File: config.mk
export PLATFORM = sky130hd
export DESIGN_NAME = esc_ctrl
export DESIGN_NICKNAME = d
export VERILOG_FILES = /design/src/logic/esc_pkg.sv /design/src/logic/esc_compare_slots.sv /design/src/logic/esc_ctrl.sv
export SDC_FILE = /design/constraint.sdc
export NUM_CORES = 1
export LEC_CHECK = 0
export BUFFER_PORTS_ARGS = -buffer_cell sky130_fd_sc_hd__buf_4
export CAP_MARGIN = 0
export CORE_MARGIN = 2
export CORE_UTILIZATION = 45
export DETAILED_ROUTE_END_ITERATION = 7
export PLACE_DENSITY_LB_ADDON = 0.2
export SYNTH_ARGS = -nofsm -noshare
export SYNTH_HDL_FRONTEND = slang
export SYNTH_SLANG_ARGS = --single-unit
export TNS_END_PERCENT = 50
File: constraint.sdc
create_clock -name core_clk -period 2.3 [get_ports core_clk]
set_clock_uncertainty 0.2 [all_clocks]
set_input_delay 0.23 -clock core_clk [delete_from_list [all_inputs] [get_ports core_clk]]
set_output_delay 0.23 -clock core_clk [all_outputs]
set_load 0.05 [all_outputs]
File: src/logic/esc_pkg.sv
// constants for the enhanced serial interrupt and flow control block
// assumes a legacy serial core around it supplies events, modem status and fifo state
package esc_pkg;
	// ********************************
	// register offsets
	// ********************************
	localparam logic [2:0] ESC_OFF_CMD = 3'h0;
	localparam logic [2:0] ESC_OFF_ID = 3'h2;
	localparam logic [2:0] ESC_OFF_EN = 3'h3;
	localparam logic [2:0] ESC_OFF_RATE = 3'h4;
	localparam logic [2:0] ESC_OFF_SEL = 3'h5;
	localparam logic [2:0] ESC_OFF_DATA = 3'h6;
	localparam logic [2:0] ESC_OFF_COUNT = 3'h7;
	localparam logic [7:0] ESC_RST_BYTE = 8'h00;
	// ********************************
	// enable register bit positions
	// ********************************
	localparam int ESC_EN_DMA_RX = 7;
	localparam int ESC_EN_DMA_TX = 6;
	localparam int ESC_EN_STATUS = 5;
	localparam int ESC_EN_TC_RX = 4;
	localparam int ESC_EN_TC_TX = 3;
	localparam int ESC_EN_STOP_ERR = 2;
	localparam int ESC_EN_TX_EMPTY = 1;
	localparam int ESC_EN_COUNT = 0;
	// ********************************
	// rate and gating bit positions
	// ********************************
	localparam int ESC_RT_PACING = 7;
	localparam int ESC_RT_HIGH = 6;
	localparam int ESC_RT_SLOW_TX = 5;
	localparam int ESC_RT_SLOW_RX = 4;
	localparam int ESC_RT_RX_DSR = 3;
	localparam int ESC_RT_TX_DCD = 2;
	localparam int ESC_RT_TX_DSR = 1;
	localparam int ESC_RT_TX_CTS = 0;
	// ********************************
	// commands and source codes
	// ********************************
	localparam logic [1:0] ESC_CMD_RESUME = 2'h1;
	localparam logic [1:0] ESC_CMD_STOP = 2'h2;
	localparam logic [1:0] ESC_CMD_CLR_ERR = 2'h3;
	localparam logic [4:0] ESC_ID_TC_RX = 5'h10;
	localparam logic [4:0] ESC_ID_TC_TX = 5'h11;
	localparam logic [4:0] ESC_ID_CMP0 = 5'h18;
	localparam logic [4:0] ESC_ID_CMP1 = 5'h19;
	localparam logic [4:0] ESC_ID_CMP2 = 5'h1a;
	localparam logic [4:0] ESC_ID_COUNT = 5'h12;
	localparam logic [4:0] ESC_ID_TX_EMPTY = 5'h13;
	localparam logic [4:0] ESC_ID_LINE = 5'h03;
	localparam logic [4:0] ESC_ID_RX_DATA = 5'h02;
	localparam logic [4:0] ESC_ID_TIMEOUT = 5'h06;
	localparam logic [4:0] ESC_ID_THR_EMPTY = 5'h01;
	localparam logic [4:0] ESC_ID_MODEM = 5'h00;
	// ********************************
	// timing
	// ********************************
	localparam int ESC_PACE_UNIT = 256;
	localparam int ESC_SLOW_DIV = 16;
	localparam int ESC_TIMEOUT_CHARS = 4;
	localparam logic [1:0] ESC_MIN_DIV_HIGH = 2'h2;
	localparam int ESC_NUM_SLOTS = 3;
	typedef enum logic [1:0] {
		ESC_TX_IDLE = 2'b00,
		ESC_TX_RUN = 2'b01,
		ESC_TX_HALT = 2'b10
	} esc_tx_state_type;
endpackage

File: src/logic/esc_compare_slots.sv
// three match-character and match-function slots with indirect access
// assumes the parent decodes the data register strobes and the slot select
`timescale 1ns/100ps
module esc_compare_slots
	import esc_pkg::*;
#(
	parameter int SLOTS = ESC_NUM_SLOTS
) (
	input wire logic core_clk,
	input wire logic rstn,
	input wire logic [2:0] sel,
	input wire logic wr,
	input wire logic [7:0] wdata,
	input wire logic rx_valid,
	input wire logic [7:0] rx_char,
	output logic [7:0] rdata,
	output logic [SLOTS-1:0] match_irq
);
	if (SLOTS != ESC_NUM_SLOTS) begin : gen_slot_check
		$error("esc_compare_slots: slot count must be three");
	end
	logic [7:0] match_char [SLOTS];
	logic [3:0] match_func [SLOTS];
	// ********************************
	// slot storage
	// ********************************
	// select bits two to one pick the slot, bit zero picks character or function
	genvar g;
	generate
		for (g = 0; g < SLOTS; g++) begin : gen_slot
			always_ff @(posedge core_clk or negedge rstn) begin
				if (!rstn) begin
					match_char[g] <= ESC_RST_BYTE;
					match_func[g] <= 4'h0;
				end else if (wr && sel[2:1] == 2'(g)) begin
					if (sel[0]) match_char[g] <= wdata;
					else match_func[g] <= wdata[3:0];
				end
			end
			// only the interrupt action is served here; start, stop and delete stay with the core
			assign match_irq[g] = rx_valid && match_func[g][0] && rx_char == match_char[g];
		end
	endgenerate
	// read mux; an unused slot address reads zero
	always_comb begin
		rdata = ESC_RST_BYTE;
		if (sel[2:1] < 2'(SLOTS)) begin
			rdata = sel[0] ? match_char[sel[2:1]] : {4'h0, match_func[sel[2:1]]};
		end
	end
endmodule

File: src/logic/esc_ctrl.sv
// enhanced interrupt identification, dma enables and transmit flow control
// assumes a legacy serial core supplies events, modem status and fifo state on core_clk;
// modem lines arrive from pins and are synchronised here
//
// Summary of operation
// - bit zero low when any source pending
// - identity bits seven and six read zero
// - enhanced sources outrank all legacy sources
// - fixed reporting priority order of twelve sources
// - terminal counts cleared by identity read
// - countdown zero and transmitter empty codes
// - line errors cleared by line status read
// - data ready, no trigger level in dma
// - timeout after four idle character times
// - holding empty and modem change codes
// - no transmit dma request before resume
// - status bytes interleaved when storage enabled
// - enables for terminal counts and transmitter empty
// - line error halts transmitter after drain
// - countdown reaching zero raises interrupt
// - pacing spaces bytes, else counts characters
// - high frequency needs divisor two or more
// - slow bits divide rate by sixteen
// - dsr gates receiver, discards partial character
// - line gating follows status after resume
// - stopped transmitter finishes current character only
// - three character and function compare slots
// - select bits two to one choose slot
// - command code one resumes transmission
// - identity read clears like legacy read
// - select bit zero picks character or function
//
// The plain strobed port was chosen for this implementation.
`timescale 1ns/100ps
module esc_ctrl
	import esc_pkg::*;
#(
	parameter int DIV_W = 16
) (
	input wire logic core_clk,
	input wire logic rstn,
	input wire logic [2:0] addr,
	input wire logic [7:0] wdata,
	input wire logic wr,
	input wire logic rd,
	output logic [7:0] rdata,
	input wire logic fifo_mode,
	input wire logic [DIV_W-1:0] divisor,
	input wire logic tc_rx,
	input wire logic tc_tx,
	input wire logic rx_char_done,
	input wire logic [7:0] rx_char,
	input wire logic rx_line_err,
	input wire logic rx_fifo_pop,
	input wire logic tx_shift_empty,
	input wire logic tx_holding_empty,
	input wire logic legacy_line_irq,
	input wire logic legacy_data_irq,
	input wire logic legacy_timeout_irq,
	input wire logic legacy_thr_irq,
	input wire logic legacy_modem_irq,
	input wire logic dcd_n,
	input wire logic dsr_n,
	input wire logic cts_n,
	output logic tx_load_allow,
	output logic tx_dma_req_allow,
	output logic rx_dma_enable,
	output logic rx_enable,
	output logic rx_discard,
	output logic status_store,
	output logic clear_err_flag,
	output logic high_freq_sel,
	output logic slow_tx,
	output logic slow_rx,
	output logic divisor_ok,
	output logic irq_pending
);
	logic [7:0] en_reg;
	logic [7:0] rate_reg;
	logic [2:0] sel_reg;
	logic [7:0] count_reg;
	logic [2:0] modem_meta;
	logic [2:0] modem_sync;
	logic dsr_prev;
	logic pend_tc_rx;
	logic pend_tc_tx;
	logic [2:0] pend_cmp;
	logic pend_count;
	logic pend_tx_empty;
	logic tx_empty_prev;
	logic [4:0] id_code;
	logic id_none;
	logic [7:0] pace_cnt;
	logic [7:0] pace_left;
	logic resumed;
	logic err_halt;
	logic [7:0] cmp_rdata;
	logic [2:0] cmp_irq;
	logic count_dec;
	logic id_read;
	esc_tx_state_type tx_state;
	esc_tx_state_type next_tx_state;
	// the divisor floor of two must fit in the divisor port
	if (DIV_W < 2) begin : gen_div_check
		$error("esc_ctrl: divisor width too small");
	end
	// command decode shared by every consumer so the codes cannot drift apart
	function automatic logic cmd_hit(input logic w, input logic [2:0] a, input logic [7:0] d, input logic [1:0] code);
		return w && a == ESC_OFF_CMD && d[1:0] == code;
	endfunction
	// ********************************
	// register writes
	// ********************************
	// fifo must already be on before dma bits are set; not checked here
	always_ff @(posedge core_clk or negedge rstn) begin
		if (!rstn) begin
			en_reg <= ESC_RST_BYTE;
			rate_reg <= ESC_RST_BYTE;
			sel_reg <= 3'h0;
		end else if (wr) begin
			if (addr == ESC_OFF_EN) en_reg <= wdata;
			if (addr == ESC_OFF_RATE) rate_reg <= wdata;
			if (addr == ESC_OFF_SEL) sel_reg <= wdata[2:0]; // upper bits dropped, read as zero
		end
	end
	assign id_read = rd && addr == ESC_OFF_ID;
	// ********************************
	// modem line synchronisers
	// ********************************
	// status bits are the inverted low-active pins: {dcd, dsr, cts}
	// reset to inactive, so the gates see a line come up, never a false drop
	always_ff @(posedge core_clk or negedge rstn) begin
		if (!rstn) begin
			modem_meta <= 3'h0;
			modem_sync <= 3'h0;
		end else begin
			modem_meta <= {~dcd_n, ~dsr_n, ~cts_n};
			modem_sync <= modem_meta;
		end
	end
	// ********************************
	// receiver gating
	// ********************************
	always_ff @(posedge core_clk or negedge rstn) begin
		if (!rstn) dsr_prev <= 1'b0;
		else dsr_prev <= modem_sync[1];
	end
	// discard lasts one clock; the core drops the character it is assembling
	assign rx_enable = !rate_reg[ESC_RT_RX_DSR] || modem_sync[1];
	assign rx_discard = rate_reg[ESC_RT_RX_DSR] && dsr_prev && !modem_sync[1];
	// ********************************
	// rate selects and simple enables
	// ********************************
	// set once at start-up; toggling these mid-character is the user's hazard
	assign high_freq_sel = rate_reg[ESC_RT_HIGH];
	// software must keep the divisor at two or more; flagged, not enforced
	assign divisor_ok = !rate_reg[ESC_RT_HIGH] || divisor >= DIV_W'(ESC_MIN_DIV_HIGH);
	assign slow_tx = rate_reg[ESC_RT_SLOW_TX]; // core divides by ESC_SLOW_DIV
	assign slow_rx = rate_reg[ESC_RT_SLOW_RX];
	assign status_store = en_reg[ESC_EN_STATUS]; // core interleaves status bytes
	assign rx_dma_enable = en_reg[ESC_EN_DMA_RX];
	assign clear_err_flag = cmd_hit(wr, addr, wdata, ESC_CMD_CLR_ERR);
	// ********************************
	// transmitter control
	// ********************************
	// resume is remembered so line gating only acts after the first one
	always_ff @(posedge core_clk or negedge rstn) begin
		if (!rstn) begin
			resumed <= 1'b0;
			err_halt <= 1'b0;
		end else begin
			if (cmd_hit(wr, addr, wdata, ESC_CMD_RESUME)) resumed <= 1'b1;
			// an error arriving with the resume wins so it is not lost
			if (en_reg[ESC_EN_STOP_ERR] && rx_line_err) err_halt <= 1'b1;
			else if (cmd_hit(wr, addr, wdata, ESC_CMD_RESUME)) err_halt <= 1'b0;
		end
	end
	// stop parks the machine; only a resume leads out of idle or halt
	always_comb begin
		next_tx_state = tx_state;
		unique case (tx_state)
			ESC_TX_IDLE: if (cmd_hit(wr, addr, wdata, ESC_CMD_RESUME)) next_tx_state = ESC_TX_RUN;
			ESC_TX_RUN: if (cmd_hit(wr, addr, wdata, ESC_CMD_STOP)) next_tx_state = ESC_TX_HALT;
			ESC_TX_HALT: if (cmd_hit(wr, addr, wdata, ESC_CMD_RESUME)) next_tx_state = ESC_TX_RUN;
			default: next_tx_state = ESC_TX_IDLE;
		endcase
	end
	always_ff @(posedge core_clk or negedge rstn) begin
		if (!rstn) tx_state <= ESC_TX_IDLE;
		else tx_state <= next_tx_state;
	end
	// the shift register always finishes; only the next load is blocked
	always_comb begin
		tx_load_allow = !err_halt && tx_state != ESC_TX_HALT && pace_left == 8'h00;
		if (rate_reg[ESC_RT_TX_DCD] || rate_reg[ESC_RT_TX_DSR] || rate_reg[ESC_RT_TX_CTS]) begin
			tx_load_allow = tx_load_allow && resumed;
		end
		// any enabled gate line that is down stops the next load
		if (rate_reg[ESC_RT_TX_DCD] && !modem_sync[2]) tx_load_allow = 1'b0;
		if (rate_reg[ESC_RT_TX_DSR] && !modem_sync[1]) tx_load_allow = 1'b0;
		if (rate_reg[ESC_RT_TX_CTS] && !modem_sync[0]) tx_load_allow = 1'b0;
	end
	// the dma request obeys every halt, so it never outruns a stopped transmitter
	assign tx_dma_req_allow = en_reg[ESC_EN_DMA_TX] && resumed && tx_load_allow;
	// ********************************
	// countdown and byte pacing
	// ********************************
	// pacing: one decrement every 256 clocks; the value also gaps bytes after each byte leaves the shift register
	assign count_dec = count_reg != 8'h00 && (rate_reg[ESC_RT_PACING]
		? pace_cnt == 8'(ESC_PACE_UNIT - 1) : rx_fifo_pop);
	always_ff @(posedge core_clk or negedge rstn) begin
		if (!rstn) begin
			count_reg <= ESC_RST_BYTE;
			pace_cnt <= 8'h00;
		end else begin
			pace_cnt <= pace_cnt + 8'h01; // wraps every 256 clocks
			// a write beats a decrement in the same cycle
			if (wr && addr == ESC_OFF_COUNT) count_reg <= wdata;
			else if (count_dec) count_reg <= count_reg - 8'h01; // no wrap below zero
		end
	end
	// gap counted in 256-clock units after each byte leaves the shift register
	always_ff @(posedge core_clk or negedge rstn) begin
		if (!rstn) begin
			pace_left <= 8'h00;
			tx_empty_prev <= 1'b1;
		end else begin
			tx_empty_prev <= tx_shift_empty;
			// clearing pacing drops any gap at once
			if (!rate_reg[ESC_RT_PACING]) pace_left <= 8'h00;
			else if (!tx_empty_prev && tx_shift_empty) pace_left <= count_reg;
			else if (pace_left != 8'h00 && pace_cnt == 8'(ESC_PACE_UNIT - 1)) pace_left <= pace_left - 8'h01;
		end
	end
	// ********************************
	// compare slots
	// ********************************
	// matches are judged on the received-character pulse only
	esc_compare_slots #(
		.SLOTS(ESC_NUM_SLOTS)
	) u_slots (
		.core_clk(core_clk),
		.rstn(rstn),
		.sel(sel_reg),
		.wr(wr && addr == ESC_OFF_DATA),
		.wdata(wdata),
		.rx_valid(rx_char_done),
		.rx_char(rx_char),
		.rdata(cmp_rdata),
		.match_irq(cmp_irq)
	);
	// ********************************
	// enhanced pending flags
	// ********************************
	// set beats clear; a read clears only the source it reported
	always_ff @(posedge core_clk or negedge rstn) begin
		if (!rstn) begin
			pend_tc_rx <= 1'b0;
			pend_tc_tx <= 1'b0;
			pend_cmp <= 3'h0;
			pend_count <= 1'b0;
			pend_tx_empty <= 1'b0;
		end else begin
			if (en_reg[ESC_EN_TC_RX] && tc_rx) pend_tc_rx <= 1'b1;
			else if (id_read && id_code == ESC_ID_TC_RX) pend_tc_rx <= 1'b0;
			if (en_reg[ESC_EN_TC_TX] && tc_tx) pend_tc_tx <= 1'b1;
			else if (id_read && id_code == ESC_ID_TC_TX) pend_tc_tx <= 1'b0;
			// a compare slot's own function bit is its enable
			for (int i = 0; i < ESC_NUM_SLOTS; i++) begin
				if (cmp_irq[i]) pend_cmp[i] <= 1'b1;
				else if (id_read && !id_none && id_code == ESC_ID_CMP0 + 5'(i)) pend_cmp[i] <= 1'b0;
			end
			if (en_reg[ESC_EN_COUNT] && count_dec && count_reg == 8'h01) pend_count <= 1'b1;
			else if (id_read && id_code == ESC_ID_COUNT) pend_count <= 1'b0;
			if (en_reg[ESC_EN_TX_EMPTY] && tx_shift_empty && tx_holding_empty && !tx_empty_prev)
				pend_tx_empty <= 1'b1;
			else if (id_read && id_code == ESC_ID_TX_EMPTY) pend_tx_empty <= 1'b0;
		end
	end
	// ********************************
	// priority encoder
	// ********************************
	// legacy flags are owned by the core, which clears them on its own register reads
	// enhanced flags come first, so any enabled one outranks all legacy ones
	always_comb begin
		id_none = 1'b0;
		id_code = ESC_ID_MODEM;
		if (pend_tc_rx) id_code = ESC_ID_TC_RX;
		else if (pend_tc_tx) id_code = ESC_ID_TC_TX;
		else if (pend_cmp[0]) id_code = ESC_ID_CMP0;
		else if (pend_cmp[1]) id_code = ESC_ID_CMP1;
		else if (pend_cmp[2]) id_code = ESC_ID_CMP2;
		else if (pend_count) id_code = ESC_ID_COUNT;
		else if (pend_tx_empty) id_code = ESC_ID_TX_EMPTY;
		else if (legacy_line_irq) id_code = ESC_ID_LINE;
		else if (legacy_data_irq) // the core drops trigger-level requests in dma mode
			id_code = ESC_ID_RX_DATA;
		else if (legacy_timeout_irq) id_code = ESC_ID_TIMEOUT;
		else if (legacy_thr_irq) id_code = ESC_ID_THR_EMPTY;
		else if (legacy_modem_irq) id_code = ESC_ID_MODEM;
		else id_none = 1'b1;
	end
	assign irq_pending = !id_none;
	// ********************************
	// read port
	// ********************************
	// idle cycles read zero so a stale byte never passes for an answer
	always_ff @(posedge core_clk or negedge rstn) begin
		if (!rstn) rdata <= ESC_RST_BYTE;
		else if (rd) begin
			unique case (addr)
				ESC_OFF_ID: rdata <= {2'b00, id_code, id_none};
				ESC_OFF_EN: rdata <= en_reg;
				ESC_OFF_RATE: rdata <= rate_reg;
				ESC_OFF_SEL: rdata <= {5'h00, sel_reg};
				ESC_OFF_DATA: rdata <= cmp_rdata;
				ESC_OFF_COUNT: rdata <= count_reg;
				default: rdata <= ESC_RST_BYTE;
			endcase
		end else rdata <= ESC_RST_BYTE;
	end
endmodule

==> out/results.ini <==
[cts]
clock_latency_ns=0.36
clock_sinks=106
clock_path_buffers=2
cts_root_buf=clkbuf_16
cts_tree=yes
htreeDepth=3
cts_buffers=9
cts.clk_slew.worst_paths_ns=0.07

[yosys]
yosysWarnings=0
synth_top_area_share=0.4729
synthArstFlopShare=1.000
synth_cells=520
synth-edff-count=0
synth_common_cells=dfrtp_1 (105), mux2_2 (58), nand2_1 (35)
seq_area_frac_synth=0.4776
syn-num-nets=580
netlist_area_um2=5557
synth_flop_cell=dfrtp_1
yosys.cell_count.top_type=dfrtp_1
netlist.top_cell.by_area=dfrtp_1
syn_area_per_cell_um2=10.69
yosys.cell_types.count=55
synthTopCellsByArea=dfrtp_1 (47%), mux2_2 (12%), xnor2_1 (2.7%)
synth_seq_cells=106

[grt]
grt_overflow=0
grt_max_degree=107
grt_pass1_vias=4456
antenna_found_initial=0
grt_first_pass_wirelength_um=23350
grtUsageTotal=0.2313

[sta]
post-route-period-util=1.095
layout_min_cycle_time_ns=2.519
slew_headroom=0.5948
tightest_slew_ns=0.6078
final.setup.tns_ns=-0.3692
final-max-slew-violation-count=0
final-setup-viol-count=2
fmax_ghz=0.3969
hold_viol_final=0
setup_ws_ns=-0.2195
rsz0062_at_grt=yes

[die]
die_y_um=115.1
rows=40
die_x_um=115.1
coreArea_um2=12010
initial_core_util=0.4626
ioPinCount=75
die-area_um2=13250

[drt]
avgRoutedWirePerCell_um=18.76
drt_wl_total_um=14540
drt_first_pass_iters=5
vias=4559
ant_nets=0
drtIter0Drc=266
drc=0
post_drt_via_cell_ratio=5.883

[hold_path]
min_path_cells=3
min_path_type=in2reg
holdCritStartpoint=wdata[3]
hold_end=count_reg[3]$_DFFE_PN0P_

[layout]
drive_above_1_share=0.2978
final_area_um2=6879
fin_nets=683
syn_to_final_growth_pct=23.80
reg.largest.list=u_slots.match_char (24), u_slots.match_func (12)
antenna_cells_inserted=0
largest_reg_flops=24
largest-register=u_slots.match_char

[setup_path]
rr_worst_depth=6
end_kind=output port
reg2reg_slack_ns=0.09
worst_r2r_endpoint=count_reg[1]$_DFFE_PN0P_
criticalPathCategory=reg2out
crit_required_ns=1.87
r2r_start=count_reg[0]$_DFFE_PN0P_
crit_fanout=2
critPathSlowestCell=or4_4
cp.arrival_ns=2.09
slowest_delay_ns=0.55
cp-start-kind=register
path_cells=or4_4 -> nor3_2 -> buf_4 -> and3_1 -> and4_1 -> buf_6

[placed_design]
post_dp_cell_area_um2=6379
dp_hpwl_um=10470
io_buffers=72
gp_congestion=0.9250

[power_and_ir_drop]
power_frac_seq=0.455
pwr-share-clk=0.266
internal_power_uw=3877
p_comb_frac=0.279
swShare=0.3279
ir_worst_vdd_mv=0.4401
power.net_switching_uw=1892
powerDensity_nw_per_um2=838.6
p_leak_uw=0.003029

[job]
cap_violations=0

[status]
violations=negative setup slack
status=finished, violations left

## per-stage QoR
stage | setup WS, ns | util | cells | power, uW | hold slack, ns
after global placement | 0.1209 | 0.5310 | 741 | 4163 | 0.1331
final | -0.2195 | 0.5727 | 775 | 5769 | 0.008620
after CTS | -0.2155 | 0.5721 | 775 | 5790 | 0.005845
after floorplan | 0.07968 | - | 520 | 3594 | -0.2656
after global routing | -0.2664 | 0.5727 | 775 | 6105 | 0.02216
after detailed placement | 0.1158 | 0.5310 | 741 | 4209 | 0.1379
## layer usage
layer / track usage / share of wire
met4: 0.07550 / 0.012
met1: 0.3152 / 0.44
met2: 0.3800 / 0.49
met3: 0.03690 / 0.059
met5: 0 / 0
## kinds of logic (layout without fill, tap and decap cells)
group	Yosys count	count (layout)	synth area share
AND/OR/NAND/NOR	167	167	0.1696
flip-flops	106	106	0.4776
AO/OA/AOI/OAI	104	104	0.1256
multiplexers	72	72	0.1428
buffers and inverters	36	144	0.02589
XOR/XNOR	30	30	0.04729
adder cells (fa/ha/maj)	5	5	0.01126
## cell usage in the layout, fill, tap and decap left out, drive strengths merged, types with 15 or more instances in the layout
| master | instances |
|---|---|
| o21ai | 30 |
| dlygate4sd3 | 17 |
| dfrtp | 105 |
| nand2 | 35 |
| xnor2 | 17 |
| buf | 96 |
| a31oi | 15 |
| nand3 | 17 |
| mux2 | 58 |
| nor2 | 26 |
| inv | 16 |
## critical path: cells and delay by family (launching register included)
family,cells,cell delay (ns)
buf+inv,2,0.31
flops,1,0.39
simple gates,4,1.04
## worst max-delay path by stage
stage               cells after the start                      from  slack, ns          endpoint
global route                            6  pace_left[4]$_DFFE_PN0P_      -0.27  tx_dma_req_allow
floorplan                               4  pace_left[4]$_DFFE_PN0P_       0.08  tx_dma_req_allow
detailed placement                      6  pace_left[4]$_DFFE_PN0P_       0.12  tx_dma_req_allow
CTS                                     6  pace_left[4]$_DFFE_PN0P_      -0.22  tx_dma_req_allow
global placement                        6  pace_left[4]$_DFFE_PN0P_       0.12  tx_dma_req_allow
finish                                  6  pace_left[4]$_DFFE_PN0P_      -0.22  tx_dma_req_allow
## what timing repair did
item | 4_1_cts | 5_1_grt
endpoints found under the hold margin | 143 | 0
pin swaps | 0 | 1
hold buffers | 17 | 0
setup buffers | 1 | 0
setup endpoints to repair | 3 | 3
gates cloned | 0 | 0
resized for setup | 5 | 2
## power by group through the flow
| stage | clock (uW) | sequential [uW] | combinational [uW] |
|---|---|---|---|
| 2_1_floorplan | 0 | 2620 | 976 |
| 3_3_place_gp | 0 | 2630 | 1530 |
| 6_report | 1530 | 2630 | 1610 |
| 5_1_grt | 1650 | 2680 | 1770 |
| 3_5_place_dp | 0 | 2650 | 1560 |
| 4_1_cts | 1570 | 2610 | 1610 |
## layout make-up
| cell class | instances | area (um^2) |
|---|---|---|
| clock buffers | 10 | 229.0 |
| inverters | 15 | 56.30 |
| multi-input cells | 378 | 2779 |
| well taps | 147 | 183.9 |
| repair buffers | 113 | 910.9 |
| fillers | 1019 | 5132 |
| clock inverters | 6 | 65.06 |
| flip-flops and latches | 106 | 2655 |
No activity file was read; power rests on OpenSTA's default activity.
